File: config.mk
export PLATFORM = sky130hd
export DESIGN_NAME = dsc_decoder
export DESIGN_NICKNAME = d
export VERILOG_FILES = /design/src/dsc_pkg.sv /design/src/dsc_decoder.sv
export VERILOG_INCLUDE_DIRS = /design/src
export SDC_FILE = /design/constraint.sdc
export NUM_CORES = 1
export LEC_CHECK = 0
export ABC_AREA = 0
export BUFFER_PORTS_ARGS = -buffer_cell sky130_fd_sc_hd__buf_2
export CORE_MARGIN = 5
export CORE_UTILIZATION = 59
export DETAILED_ROUTE_END_ITERATION = 10
export GPL_ROUTABILITY_DRIVEN = 0
export GPL_TIMING_DRIVEN = 0
export PLACE_DENSITY = 0.86
export RECOVER_POWER = 25
export SYNTH_ARGS = -nofsm -noshare
export SYNTH_HDL_FRONTEND = slang
export SYNTH_SLANG_ARGS = --single-unit
File: constraint.sdc
create_clock -name i_clk_sys -period 3.7 [get_ports i_clk_sys]
set_input_delay 0.74 -clock i_clk_sys [delete_from_list [all_inputs] [get_ports i_clk_sys]]
set_output_delay 0.74 -clock i_clk_sys [all_outputs]
set_load 0.02 [all_outputs]
File: src/dsc_defs.svh
`ifndef DSC_DEFS_SVH
`define DSC_DEFS_SVH
`define DSC_KIND_DATA    2'h1
`define DSC_GRP_WR       2'h0
`define DSC_GRP_WR2      2'h1
`define DSC_GRP_RD1      2'h2
`define DSC_GRP_RD2      2'h3
`define DSC_BIT_GCLR     3
`define DSC_BIT_GRST     2
`define DSC_ADR_CLK_LO   5'h00
`define DSC_ADR_CLK_HI   5'h0f
`define DSC_ADR_DSP_LO   5'h10
`define DSC_ADR_DSP_HI   5'h13
`define DSC_ADR_LED      5'h14
`define DSC_GENERAL_PIN_ONE_BIT    7
`define DSC_GENERAL_PIN_ZERO_BIT    6
`define DSC_KEY_BYTES    3'h2
`define DSC_GPIN_BYTES   3'h1
`define DSC_RC_BYTES     3'h4
`define DSC_ONE_BYTE     3'h1
`endif

File: src/dsc_pkg.sv
package dsc_pkg;
  typedef enum logic [2:0] {
    DSC_OP_NONE,
    DSC_OP_WMEM,
    DSC_OP_WLED,
    DSC_OP_WGPIO,
    DSC_OP_RKEY,
    DSC_OP_RGPIN,
    DSC_OP_RRC,
    DSC_OP_RGEN
  } dsc_op_t;
  typedef enum logic [2:0] {
    DSC_RSRC_NONE,
    DSC_RSRC_KEY,
    DSC_RSRC_GPIN,
    DSC_RSRC_RC,
    DSC_RSRC_IRQ,
    DSC_RSRC_CFG,
    DSC_RSRC_DSP,
    DSC_RSRC_CLK
  } dsc_rsrc_t;
endpackage

File: src/dsc_decoder.sv
`timescale 1ns/1ps
`include "dsc_defs.svh"
// How it works
// - first byte after slave address is a command; unaddressed bytes are dropped.
// - top bits 01 mark a data setting command, low six bits decoded.
// - bits 5:4 pick group, bits 1:0 pick operation.
// - bit 3 pulses guard timer count clear.
// - bit 2 pulses guard timer force enable and restart.
// - write op 00 writes clock memory 0x00-0x0f from pointer 0x00.
// - write op 01 writes display memory 0x10-0x13 from 0x10.
// - write op 10 stores next byte at discrete led address 0x14.
// - write op 11 drives bits 7 and 6 onto output general pins.
// - second write op 11 enters standby; others reserved; data ignored.
// - read op 00 returns two key bytes.
// - read op 01 returns general pin levels in bits 7 and 6.
// - read op 10 returns four remote control bytes.
// - read op 11 returns interrupt status.
// - second read 01 config bytes, 10 display memory, 00 reserved.
// - reset gives normal mode, auto increment, display pointer 0x10.
// - auto increment continues from last pointer, incrementing per byte.
// - display pointer wraps from last location back to 0x10.
// - separate clock and display pointers; clock read uses clock pointer.
// - writes without fresh address continue at their own pointer.
module dsc_decoder (
  input  wire logic                i_clk_sys,
  input  wire logic                i_reset_n,
  input  wire logic                i_frame_start,
  input  wire logic                i_frame_stop,
  input  wire logic                i_rx_valid,
  input  wire logic [7:0]          i_rx_byte,
  input  wire logic                i_rd_req,
  input  wire logic                i_adr_valid,
  input  wire logic                i_adr_clock,
  input  wire logic [4:0]          i_adr_value,
  input  wire logic                i_fixed_addr,
  input  wire logic                i_gpin_one_out,
  input  wire logic                i_gpin_zero_out,
  input  wire logic                i_general_pin_one,
  input  wire logic                i_general_pin_zero,
  output logic                     o_gtimer_clear,
  output logic                     o_gtimer_restart,
  output logic                     o_mem_we,
  output logic [4:0]               o_mem_addr,
  output logic [7:0]               o_mem_wdata,
  output logic                     o_general_pin_one,
  output logic                     o_general_pin_zero,
  output logic                     o_host_standby_output,
  output dsc_pkg::dsc_rsrc_t       o_rd_src,
  output logic [2:0]               o_rd_index,
  output logic [4:0]               o_rd_addr,
  output logic                     o_rd_strobe,
  output logic [7:0]               o_rd_gpin
);
  import dsc_pkg::*;

  ////////////////////////////////////////////////////////////////////////////
  // reset release
  logic       rst_meta_ff;
  logic       rst_sync_ff;
  always_ff @(posedge i_clk_sys or negedge i_reset_n) begin
    if (!i_reset_n) begin
      rst_meta_ff <= 1'b0;
      rst_sync_ff <= 1'b0;
    end else begin
      rst_meta_ff <= 1'b1;
      rst_sync_ff <= rst_meta_ff;
    end
  end
  wire rst_n = rst_sync_ff;

  ////////////////////////////////////////////////////////////////////////////
  // general pin input sync, three stages
  logic [2:0] g1_sync_ff;
  logic [2:0] g0_sync_ff;
  logic       g1_level_ff;
  logic       g0_level_ff;
  always_ff @(posedge i_clk_sys or negedge rst_n) begin
    if (!rst_n) begin
      g1_sync_ff  <= 3'h0;
      g0_sync_ff  <= 3'h0;
      g1_level_ff <= 1'b0;
      g0_level_ff <= 1'b0;
    end else begin
      g1_sync_ff <= {g1_sync_ff[1:0], i_general_pin_one};
      g0_sync_ff <= {g0_sync_ff[1:0], i_general_pin_zero};
      if (g1_sync_ff[1] == g1_sync_ff[2]) begin
        g1_level_ff <= g1_sync_ff[2];
      end
      if (g0_sync_ff[1] == g0_sync_ff[2]) begin
        g0_level_ff <= g0_sync_ff[2];
      end
    end
  end

  ////////////////////////////////////////////////////////////////////////////
  // command capture
  logic       addressed_ff;
  logic       want_cmd_ff;
  dsc_op_t    op_ff;
  logic       op_clk_ff;
  logic [2:0] rd_left_ff;
  wire        byte_ok  = i_rx_valid && addressed_ff;
  wire        is_cmd   = byte_ok && want_cmd_ff;
  wire        is_data  = byte_ok && !want_cmd_ff;
  wire        is_dsc   = is_cmd && (i_rx_byte[7:6] == `DSC_KIND_DATA);
  wire [1:0]  grp      = i_rx_byte[5:4];
  wire [1:0]  sub      = i_rx_byte[1:0];

  always_ff @(posedge i_clk_sys or negedge rst_n) begin
    if (!rst_n) begin
      addressed_ff <= 1'b0;
      want_cmd_ff  <= 1'b0;
    end else if (i_frame_start) begin
      addressed_ff <= 1'b1;
      want_cmd_ff  <= 1'b1;
    end else if (i_frame_stop) begin
      addressed_ff <= 1'b0;
      want_cmd_ff  <= 1'b0;
    end else if (is_cmd) begin
      want_cmd_ff  <= 1'b0;
    end
  end

  dsc_op_t    nxt_op;
  dsc_rsrc_t  nxt_src;
  logic [2:0] nxt_left;
  logic       nxt_clk;
  always_comb begin
    nxt_op   = DSC_OP_NONE;
    nxt_src  = DSC_RSRC_NONE;
    nxt_left = 3'h0;
    nxt_clk  = 1'b0;
    unique case (grp)
      `DSC_GRP_WR: begin
        unique case (sub)
          2'h0: begin
            nxt_op  = DSC_OP_WMEM;
            nxt_clk = 1'b1;
          end
          2'h1: nxt_op = DSC_OP_WMEM;
          2'h2: nxt_op = DSC_OP_WLED;
          2'h3: nxt_op = DSC_OP_WGPIO;
        endcase
      end
      `DSC_GRP_WR2: nxt_op = DSC_OP_NONE;
      `DSC_GRP_RD1: begin
        unique case (sub)
          2'h0: begin
            nxt_op   = DSC_OP_RKEY;
            nxt_src  = DSC_RSRC_KEY;
            nxt_left = `DSC_KEY_BYTES;
          end
          2'h1: begin
            nxt_op   = DSC_OP_RGPIN;
            nxt_src  = DSC_RSRC_GPIN;
            nxt_left = `DSC_GPIN_BYTES;
          end
          2'h2: begin
            nxt_op   = DSC_OP_RRC;
            nxt_src  = DSC_RSRC_RC;
            nxt_left = `DSC_RC_BYTES;
          end
          2'h3: begin
            nxt_op   = DSC_OP_RGEN;
            nxt_src  = DSC_RSRC_IRQ;
            nxt_left = `DSC_ONE_BYTE;
          end
        endcase
      end
      `DSC_GRP_RD2: begin
        unique case (sub)
          2'h0: nxt_op = DSC_OP_NONE;
          2'h1: begin
            nxt_op  = DSC_OP_RGEN;
            nxt_src = DSC_RSRC_CFG;
          end
          2'h2: begin
            nxt_op  = DSC_OP_RGEN;
            nxt_src = DSC_RSRC_DSP;
          end
          2'h3: begin
            nxt_op  = DSC_OP_RGEN;
            nxt_src = DSC_RSRC_CLK;
            nxt_clk = 1'b1;
          end
        endcase
      end
    endcase
  end

  ////////////////////////////////////////////////////////////////////////////
  // pointers
  logic [4:0] clk_ptr_ff;
  logic [4:0] dsp_ptr_ff;
  logic [2:0] rd_cnt_ff;
  wire        wr_byte = is_data && (op_ff == DSC_OP_WMEM);
  wire        rd_byte = i_rd_req && addressed_ff && !want_cmd_ff && (op_ff == DSC_OP_RGEN);
  wire        step    = (wr_byte || rd_byte) && !i_fixed_addr;
  wire        ptr_clk = (o_rd_src == DSC_RSRC_CLK) || (op_ff == DSC_OP_WMEM && op_clk_ff);
  wire        dsp_mem = (o_rd_src == DSC_RSRC_DSP) || (op_ff == DSC_OP_WMEM && !op_clk_ff);

  always_ff @(posedge i_clk_sys or negedge rst_n) begin
    if (!rst_n) begin
      dsp_ptr_ff <= `DSC_ADR_DSP_LO;
    end else if (i_adr_valid && !i_adr_clock) begin
      dsp_ptr_ff <= i_adr_value;
    end else if (step && dsp_mem) begin
      if (dsp_ptr_ff >= `DSC_ADR_DSP_HI) begin
        dsp_ptr_ff <= `DSC_ADR_DSP_LO;
      end else begin
        dsp_ptr_ff <= dsp_ptr_ff + 5'h01;
      end
    end
  end

  always_ff @(posedge i_clk_sys or negedge rst_n) begin
    if (!rst_n) begin
      clk_ptr_ff <= `DSC_ADR_CLK_LO;
    end else if (i_adr_valid && i_adr_clock) begin
      clk_ptr_ff <= i_adr_value;
    end else if (step && ptr_clk) begin
      if (clk_ptr_ff >= `DSC_ADR_CLK_HI) begin
        clk_ptr_ff <= `DSC_ADR_CLK_LO;
      end else begin
        clk_ptr_ff <= clk_ptr_ff + 5'h01;
      end
    end
  end

  ////////////////////////////////////////////////////////////////////////////
  // operation state and read sequencing
  always_ff @(posedge i_clk_sys or negedge rst_n) begin
    if (!rst_n) begin
      op_ff       <= DSC_OP_NONE;
      op_clk_ff   <= 1'b0;
      o_rd_src    <= DSC_RSRC_NONE;
      rd_left_ff  <= 3'h0;
      o_rd_index  <= 3'h0;
      rd_cnt_ff   <= 3'h0;
    end else if (i_frame_start || i_frame_stop) begin
      op_ff      <= DSC_OP_NONE;
      o_rd_src   <= DSC_RSRC_NONE;
      rd_left_ff <= 3'h0;
      o_rd_index <= 3'h0;
      rd_cnt_ff  <= 3'h0;
    end else if (is_cmd) begin
      op_ff      <= is_dsc ? nxt_op : DSC_OP_NONE;
      op_clk_ff  <= nxt_clk;
      o_rd_src   <= is_dsc ? nxt_src : DSC_RSRC_NONE;
      rd_left_ff <= is_dsc ? nxt_left : 3'h0;
      o_rd_index <= 3'h0;
      rd_cnt_ff  <= 3'h0;
    end else if (i_rd_req && rd_left_ff != 3'h0) begin
      rd_left_ff <= rd_left_ff - 3'h1;
      o_rd_index <= rd_cnt_ff;
      rd_cnt_ff  <= rd_cnt_ff + 3'h1;
      if (rd_left_ff == 3'h1) begin
        op_ff <= DSC_OP_NONE;
      end
    end else if (is_data && (op_ff == DSC_OP_WLED || op_ff == DSC_OP_WGPIO)) begin
      op_ff <= DSC_OP_NONE;
    end
  end

  ////////////////////////////////////////////////////////////////////////////
  // outputs
  always_ff @(posedge i_clk_sys or negedge rst_n) begin
    if (!rst_n) begin
      o_gtimer_clear        <= 1'b0;
      o_gtimer_restart      <= 1'b0;
      o_mem_we              <= 1'b0;
      o_mem_addr            <= 5'h00;
      o_mem_wdata           <= 8'h00;
      o_general_pin_one     <= 1'b0;
      o_general_pin_zero    <= 1'b0;
      o_host_standby_output <= 1'b0;
      o_rd_addr             <= 5'h00;
      o_rd_strobe           <= 1'b0;
      o_rd_gpin             <= 8'h00;
    end else begin
      o_gtimer_clear   <= is_dsc && i_rx_byte[`DSC_BIT_GCLR];
      o_gtimer_restart <= is_dsc && i_rx_byte[`DSC_BIT_GRST];
      o_mem_we         <= 1'b0;
      o_rd_strobe      <= rd_byte || (i_rd_req && rd_left_ff != 3'h0);
      o_rd_addr        <= ptr_clk ? clk_ptr_ff : dsp_ptr_ff;
      o_rd_gpin        <= {g1_level_ff, g0_level_ff, 6'h00};
      if (is_dsc && grp == `DSC_GRP_WR2 && sub == 2'h3) begin
        o_host_standby_output <= 1'b1;
      end
      if (wr_byte) begin
        o_mem_we    <= 1'b1;
        o_mem_addr  <= op_clk_ff ? clk_ptr_ff : dsp_ptr_ff;
        o_mem_wdata <= i_rx_byte;
      end else if (is_data && op_ff == DSC_OP_WLED) begin
        o_mem_we    <= 1'b1;
        o_mem_addr  <= `DSC_ADR_LED;
        o_mem_wdata <= i_rx_byte;
      end else if (is_data && op_ff == DSC_OP_WGPIO) begin
        if (i_gpin_one_out) begin
          o_general_pin_one <= i_rx_byte[`DSC_GENERAL_PIN_ONE_BIT];
        end
        if (i_gpin_zero_out) begin
          o_general_pin_zero <= i_rx_byte[`DSC_GENERAL_PIN_ZERO_BIT];
        end
      end
    end
  end

  ////////////////////////////////////////////////////////////////////////////
  // checks
  unaddr_ignore_a: assert property (@(posedge i_clk_sys) disable iff (!rst_n)
    (i_rx_valid && !addressed_ff) |=> !o_mem_we)
    else $error("unaddressed byte caused a write");
  gclr_pulse_a: assert property (@(posedge i_clk_sys) disable iff (!rst_n)
    (is_dsc && i_rx_byte[3]) |=> o_gtimer_clear)
    else $error("guard clear missing");
  grst_pulse_a: assert property (@(posedge i_clk_sys) disable iff (!rst_n)
    (is_dsc && i_rx_byte[2]) |=> o_gtimer_restart)
    else $error("guard restart missing");
  led_write_a: assert property (@(posedge i_clk_sys) disable iff (!rst_n)
    (is_data && op_ff == DSC_OP_WLED) |=> (o_mem_we && o_mem_addr == 5'h14))
    else $error("led byte not at 0x14");
  standby_a: assert property (@(posedge i_clk_sys) disable iff (!rst_n)
    (is_cmd && i_rx_byte == 8'h53) |=> o_host_standby_output)
    else $error("standby not entered");
  dsp_wrap_a: assert property (@(posedge i_clk_sys) disable iff (!rst_n)
    (step && dsp_mem && dsp_ptr_ff == 5'h13 && !i_adr_valid) |=> dsp_ptr_ff == 5'h10)
    else $error("display pointer did not wrap");
  dsp_range_a: assert property (@(posedge i_clk_sys) disable iff (!rst_n)
    (wr_byte && !op_clk_ff && dsp_ptr_ff >= 5'h10 && dsp_ptr_ff <= 5'h13)
      |=> o_mem_addr inside {[5'h10:5'h13]})
    else $error("display write out of range");
  reserved_a: assert property (@(posedge i_clk_sys) disable iff (!rst_n)
    (is_cmd && i_rx_byte == 8'h70) |=> ##1 (op_ff == DSC_OP_NONE && !o_mem_we))
    else $error("reserved code acted");
  rc_count_a: assert property (@(posedge i_clk_sys) disable iff (!rst_n)
    (is_cmd && i_rx_byte == 8'h62) |=> rd_left_ff == 3'h4)
    else $error("remote read length wrong");
endmodule

* Word level (Yosys, flattened, before mapping) *
Index checks and enable logic that the tools add are counted.

storage, ports and cells
  output and inout bits = 39
  bits of input ports = 26
  logic and storage cells = 154
  flip-flop bits (word level) = 65

operators by class
  magnitude comparators = 2
  multiplexer cells = 50
  reductions and logical operators = 51
  add/subtract/negate cells = 4
  bitwise logic cells = 3
  eq/ne operators = 17

operators with widths
  operator                                                               count
  3-bit 2-to-1 mux                                                       20
  5-bit 2-to-1 mux                                                       10
  3-bit one-hot mux with 4 select lines                                  3
  3-bit one-hot mux with 3 select lines                                  3
  1-bit logical AND                                                      23
  8-bit 2-to-1 mux                                                       2
  3-bit one-hot mux with 2 select lines                                  2
  5-bit by 1-bit adder with 5-bit output, second input constant          2
  2-bit nonzero test                                                     5
  3-bit == test, second input constant                                   3
  1-bit 2-to-1 mux                                                       9
  3-bit nonzero test                                                     3
  2-bit == test, second input constant                                   4
  4-bit AND reduction                                                    2
  2-bit by 1-bit == test with 1-bit output, second input constant        3
  3-bit by 1-bit == test with 1-bit output, second input constant        2
  3-bit by 2-bit == test with 1-bit output, second input constant        2
  1-bit logical OR                                                       6
  5-bit by 4-bit >= comparator with 1-bit output, second input constant  1
  5-bit >= comparator, second input constant                             1
  1-bit logical NOT                                                      4
  2-bit logical NOT                                                      2
  4-bit != test, second input constant                                   1
  2-bit AND reduction                                                    2
  8 further kinds                                                        12

* Depth between registers and ports, before layout *
  depth after elaboration = 8
  gate-level depth with buffers = 7
  gate-level depth less buffers = 7

* Worst setup path before layout *
No wires, ideal clock.

  kind = input -> register
  start = in i_adr_clock
  end = reg clk_ptr_ff[3]
  stages on the path = 6
  arrival time = 2.020 ns
  required time = 3.637 ns
  slack = 1.617 ns
  setup time = 0.063 ns
  cell sequence = and2_1 clkbuf_1 or3_4 a2111oi_4 a222oi_1 a21bo_2

on the way
  word-level cells in the longest chain between the ends = 2

ends and longest elaborated chain
  what                                                           line                RTL
  start, declared                                                dsc_decoder.sv:33   input wire logic i_adr_clock,
  1-bit logical AND *                                            dsc_decoder.sv:219  end else if (i_adr_valid && i_adr_clock) begin
  5-bit 2-to-1 mux / 2-bit nonzero test (equally long branches)  --
  end signal, assigned                                           dsc_decoder.sv:218  clk_ptr_ff <= `DSC_ADR_CLK_LO;
  end signal, assigned                                           dsc_decoder.sv:220  clk_ptr_ff <= i_adr_value;
  end signal, assigned                                           dsc_decoder.sv:223  clk_ptr_ff <= `DSC_ADR_CLK_LO;
  end, declared                                                  dsc_decoder.sv:193  logic [4:0] clk_ptr_ff;

Every way passes the cells marked *; elsewhere a longest branch is shown, timed or not.
A chain may end at the register's enable or synchronous reset.

* Final worst setup path *
  start = reg op_ff[0]
  end = reg clk_ptr_ff[4]

on the way
  word-level cells in the longest chain between the ends = 6

ends and longest elaborated chain
  what                                                                              line                                                        RTL
  start, declared                                                                   dsc_decoder.sv:99                                           dsc_op_t op_ff;
  start signal, assigned                                                            dsc_decoder.sv:247                                          op_ff <= is_dsc ? nxt_op : DSC_OP_NONE;
  3-bit by 1-bit == test with 1-bit output / 3-bit == test (equally long branches)  dsc_decoder.sv:196, dsc_decoder.sv:199, dsc_decoder.sv:197
  1-bit logical AND, on equally long branches                                       dsc_decoder.sv:196, dsc_decoder.sv:197
  1-bit logical OR                                                                  dsc_decoder.sv:198                                          wire step = (wr_byte || rd_byte) && !i_fixed_addr;
  1-bit logical AND                                                                 dsc_decoder.sv:198
  1-bit logical AND *                                                               dsc_decoder.sv:221                                          end else if (step && ptr_clk) begin
  2-bit nonzero test (no source line) *                                             --
  end signal, assigned                                                              dsc_decoder.sv:220
  end signal, assigned                                                              dsc_decoder.sv:223
  end signal, assigned                                                              dsc_decoder.sv:225                                          clk_ptr_ff <= clk_ptr_ff + 5'h01;

Marks and branches as above.

==> results.json <==
{
  "die_y_um": 83.4,
  "drtAntennaViolNets": 0,
  "io_pins": 65,
  "cts_num_sinks": 65,
  "setup_viol": 0,
  "startpoint_type": "register",
  "synth_warnings": 0,
  "p_leak_nw": 1.89,
  "synth.area.top_cells": "dfrtp_1, ha_1, nand2_1, a21oi_1, mux2i_1",
  "multi_input_area_um2": 1430,
  "r2r-end": "clk_ptr_ff[4]$_DFFE_PN0P_",
  "grt_overflow_total": 0,
  "die_w_um": 83.4,
  "worst-r2r-cell-count": 5,
  "endpoint": "clk_ptr_ff[4]$_DFFE_PN0P_",
  "relSlewSlack_pct": 19.2,
  "area_growth_pct": 20.7,
  "remaining_drc_errors": 0,
  "wl_per_cell_um": 15.9,
  "ys_ff_latch": 65,
  "die-area_um2": 6960,
  "path_class": "reg2reg",
  "slew_viol_final": 0,
  "cts.reportedPaths.clkPinSlew_ps": 60,
  "clk_latency_ps": 330,
  "nets": 424,
  "synth_flop_cell": "dfrtp_1",
  "tns_ps": 0,
  "grt_usage_pct": 22.4,
  "routed-via-count": 2536,
  "pwr_density_cell_nw_per_um2": 480,
  "fin_crit_sh_pct": 62.2,
  "fin_util_pct": 74.2,
  "grt_pass1_vias": 2596,
  "required_ps": 3910,
  "regArea_um2": 1630,
  "rows": 26,
  "max_cap_violations": 0,
  "worst-slew-pin-transition_ps": 1210,
  "firstDrtPassIters": 8,
  "core-area_um2": 5170,
  "drive_gt1_share_pct": 25.4,
  "max_freq_mhz": 434,
  "synth-edff-count": 0,
  "initial_core_util_pct": 61.5,
  "antennaDiodeCount": 0,
  "crit-reg2reg-launch": "op_ff[0]$_DFFE_PN0P_",
  "use_met3_pct": 5.15,
  "globalRoute.busiestLayer": "met2",
  "postCtsResizedCells": 0,
  "cp-startpoint": "op_ff[0]$_DFFE_PN0P_",
  "avgSynthCellArea_um2": 10.4,
  "dp_hpwl_mm": 5.39,
  "end_kind": "register",
  "hold_violations": 0,
  "min_path_type": "in2async",
  "ys_seq_area_share_pct": 51.2,
  "grt_max_degree": 35,
  "drt_iter0_markers": 157,
  "cts_root_buf": "clkbuf_8",
  "syn_area_um2": 3180,
  "async_reset_ff_share_pct": 100,
  "skew_ps": 7.52,
  "synthCells": 306,
  "synth_top_area_cell": "dfrtp_1",
  "cts_buffers": 9,
  "fill_cells": 390,
  "yosysTopAreaCellShare_pct": 50.4,
  "cts_buffer_depth": 2,
  "wl_mm": 7.26,
  "cts_tree": "yes",
  "holdBufCountCts": 0,
  "cts_setup_buffers": 0,
  "cp_max_fo": 9,
  "cp.arrival_ps": 2520,
  "synth.distinct_cells": 59,
  "met1_usage_pct": 28.6,
  "use_met2_pct": 36.6,
  "period_needed_ps": 2300,
  "rsz0062_at_grt": "no",
  "vias_per_cell": 5.56,
  "cts_max_level": 3,
  "grt_pass1_wl_mm": 12.5,
  "status": "finished, final reports clean",
  "antenna_found_initial": 0,
  "ir_drop_v": 0.000282,
  "io_buffers": 58,
  "r2r_slack_ps": 1400
}
==> cells in the mapped netlist (2+ instances only) <==
master / n
dfrtp_1: 64
nand2_1: 52
a21oi_1: 18
ha_1: 17
o21ai_0: 15
inv_1: 14
nor2_1: 10
mux2i_1: 9
nand3_1: 8
buf_4: 7
nor3_1: 6
and3_1: 5
clkbuf_1: 5
a31oi_1: 4
and2_1: 4
mux2_2: 4
o21ai_1: 4
a211o_1: 3
a22o_1: 3
nor2b_1: 3
nor3b_1: 3
a211oi_1: 2
a21o_1: 2
a22oi_1: 2
conb_1: 2
maj3_1: 2
nand2b_1: 2
nor4b_1: 2
o21a_1: 2
o2bb2ai_1: 2
or2_2: 2
==> how the worst min path moves through the flow <==
stage	startpoint	to	slack [ps]	cells past startpoint
after floorplan	g0_sync_ff[0]$_DFF_PN0_	g0_sync_ff[1]$_DFF_PN0_	330	0
after global placement	g1_sync_ff[0]$_DFF_PN0_	g1_sync_ff[1]$_DFF_PN0_	330	0
after detailed placement	rst_n$_DFF_PN0_	want_cmd_ff$_DFFE_PN0P_	330	0
after CTS	i_reset_n	rst_meta_ff$_DFF_PN0_	160	1
after global routing	i_reset_n	rst_meta_ff$_DFF_PN0_	160	1
final	i_reset_n	rst_meta_ff$_DFF_PN0_	180	1
==> metrics by stage <==
stage	power, mW	cells	instance area, um2	hold slack [ps]	setup WS (ps)
global placement	1.12	439	3580	333	1160
global route	1.94	456	3840	163	1250
finish	1.84	456	3840	179	1400
floorplan	1.03	311	3200	331	1620
CTS	1.86	456	3840	165	1410
detailed placement	1.14	440	3600	331	1320
==> metal layers <==
| layer | up-vias | wire (um) |
|---|---|---|
| met5 | - | 0 |
| met4 | 0 | 127 |
| met3 | 15 | 501 |
| met2 | 115 | 3480 |
| met1 | 1194 | 3150 |
| li1 | 1212 | - |
==> layout by cell type, fill, tap and decap left out, drive strengths merged, types with 9 or more instances in the layout <==
cell type	count
nor2	10
dfrtp	64
nand3	9
a21oi	18
buf	65
clkbuf	16
nand2	52
o21ai	19
inv	14
mux2i	9
ha	17
==> critical path, cell delays in order, from the launching register on <==
cell and delay [ps]:
dfrtp_1 470, nor3b_1 190, a32oi_1 710, a211oi_2 110, nor2_1 320, mux2_2 380
==> state kept, by name (all words and copies together) (netlist names), 2 cells and up <==
name,flops
o_rd_index,3
o_rd_gpin,2
g1_sync_ff,3
o_mem_wdata,8
dsp_ptr_ff,5
o_rd_src,3
o_rd_addr,5
g0_sync_ff,3
clk_ptr_ff,5
o_mem_addr,5
rd_cnt_ff,3
op_ff,3
rd_left_ff,3
==> kinds of logic after synthesis <==
kind of cell | count (synthesis) | synth area share [%]
DFF | 65 | 51.2
adders and majority gates | 19 | 7.32
and+or+nand+nor | 105 | 16.0
AOI/OAI and AO/OA | 72 | 16.1
other | 2 | 0.236
buffers and inverters | 28 | 4.37
xor gates and xnor gates | 2 | 0.551
muxes | 13 | 4.25
==> report_power, final <==
group | leakage, nW | internal, mW | switching [mW]
Sequential | 0.836 | 0.770 | 0.0623
Clock | 0.115 | 0.447 | 0.264
Combinational | 0.944 | 0.127 | 0.174
==> layout make-up <==
| cell class | count | area share (%) |
|---|---|---|
| buffer | 14 | 2.25 |
| clock buffer | 9 | 3.23 |
| clock inverter | 7 | 3.10 |
| inverter | 14 | 1.37 |
| multi-input combinational | 218 | 37.3 |
| sequential | 65 | 42.4 |
| tap | 70 | 2.28 |
| timing repair buffer | 59 | 8.02 |
Note: power is estimated with default switching activity, not from simulation.
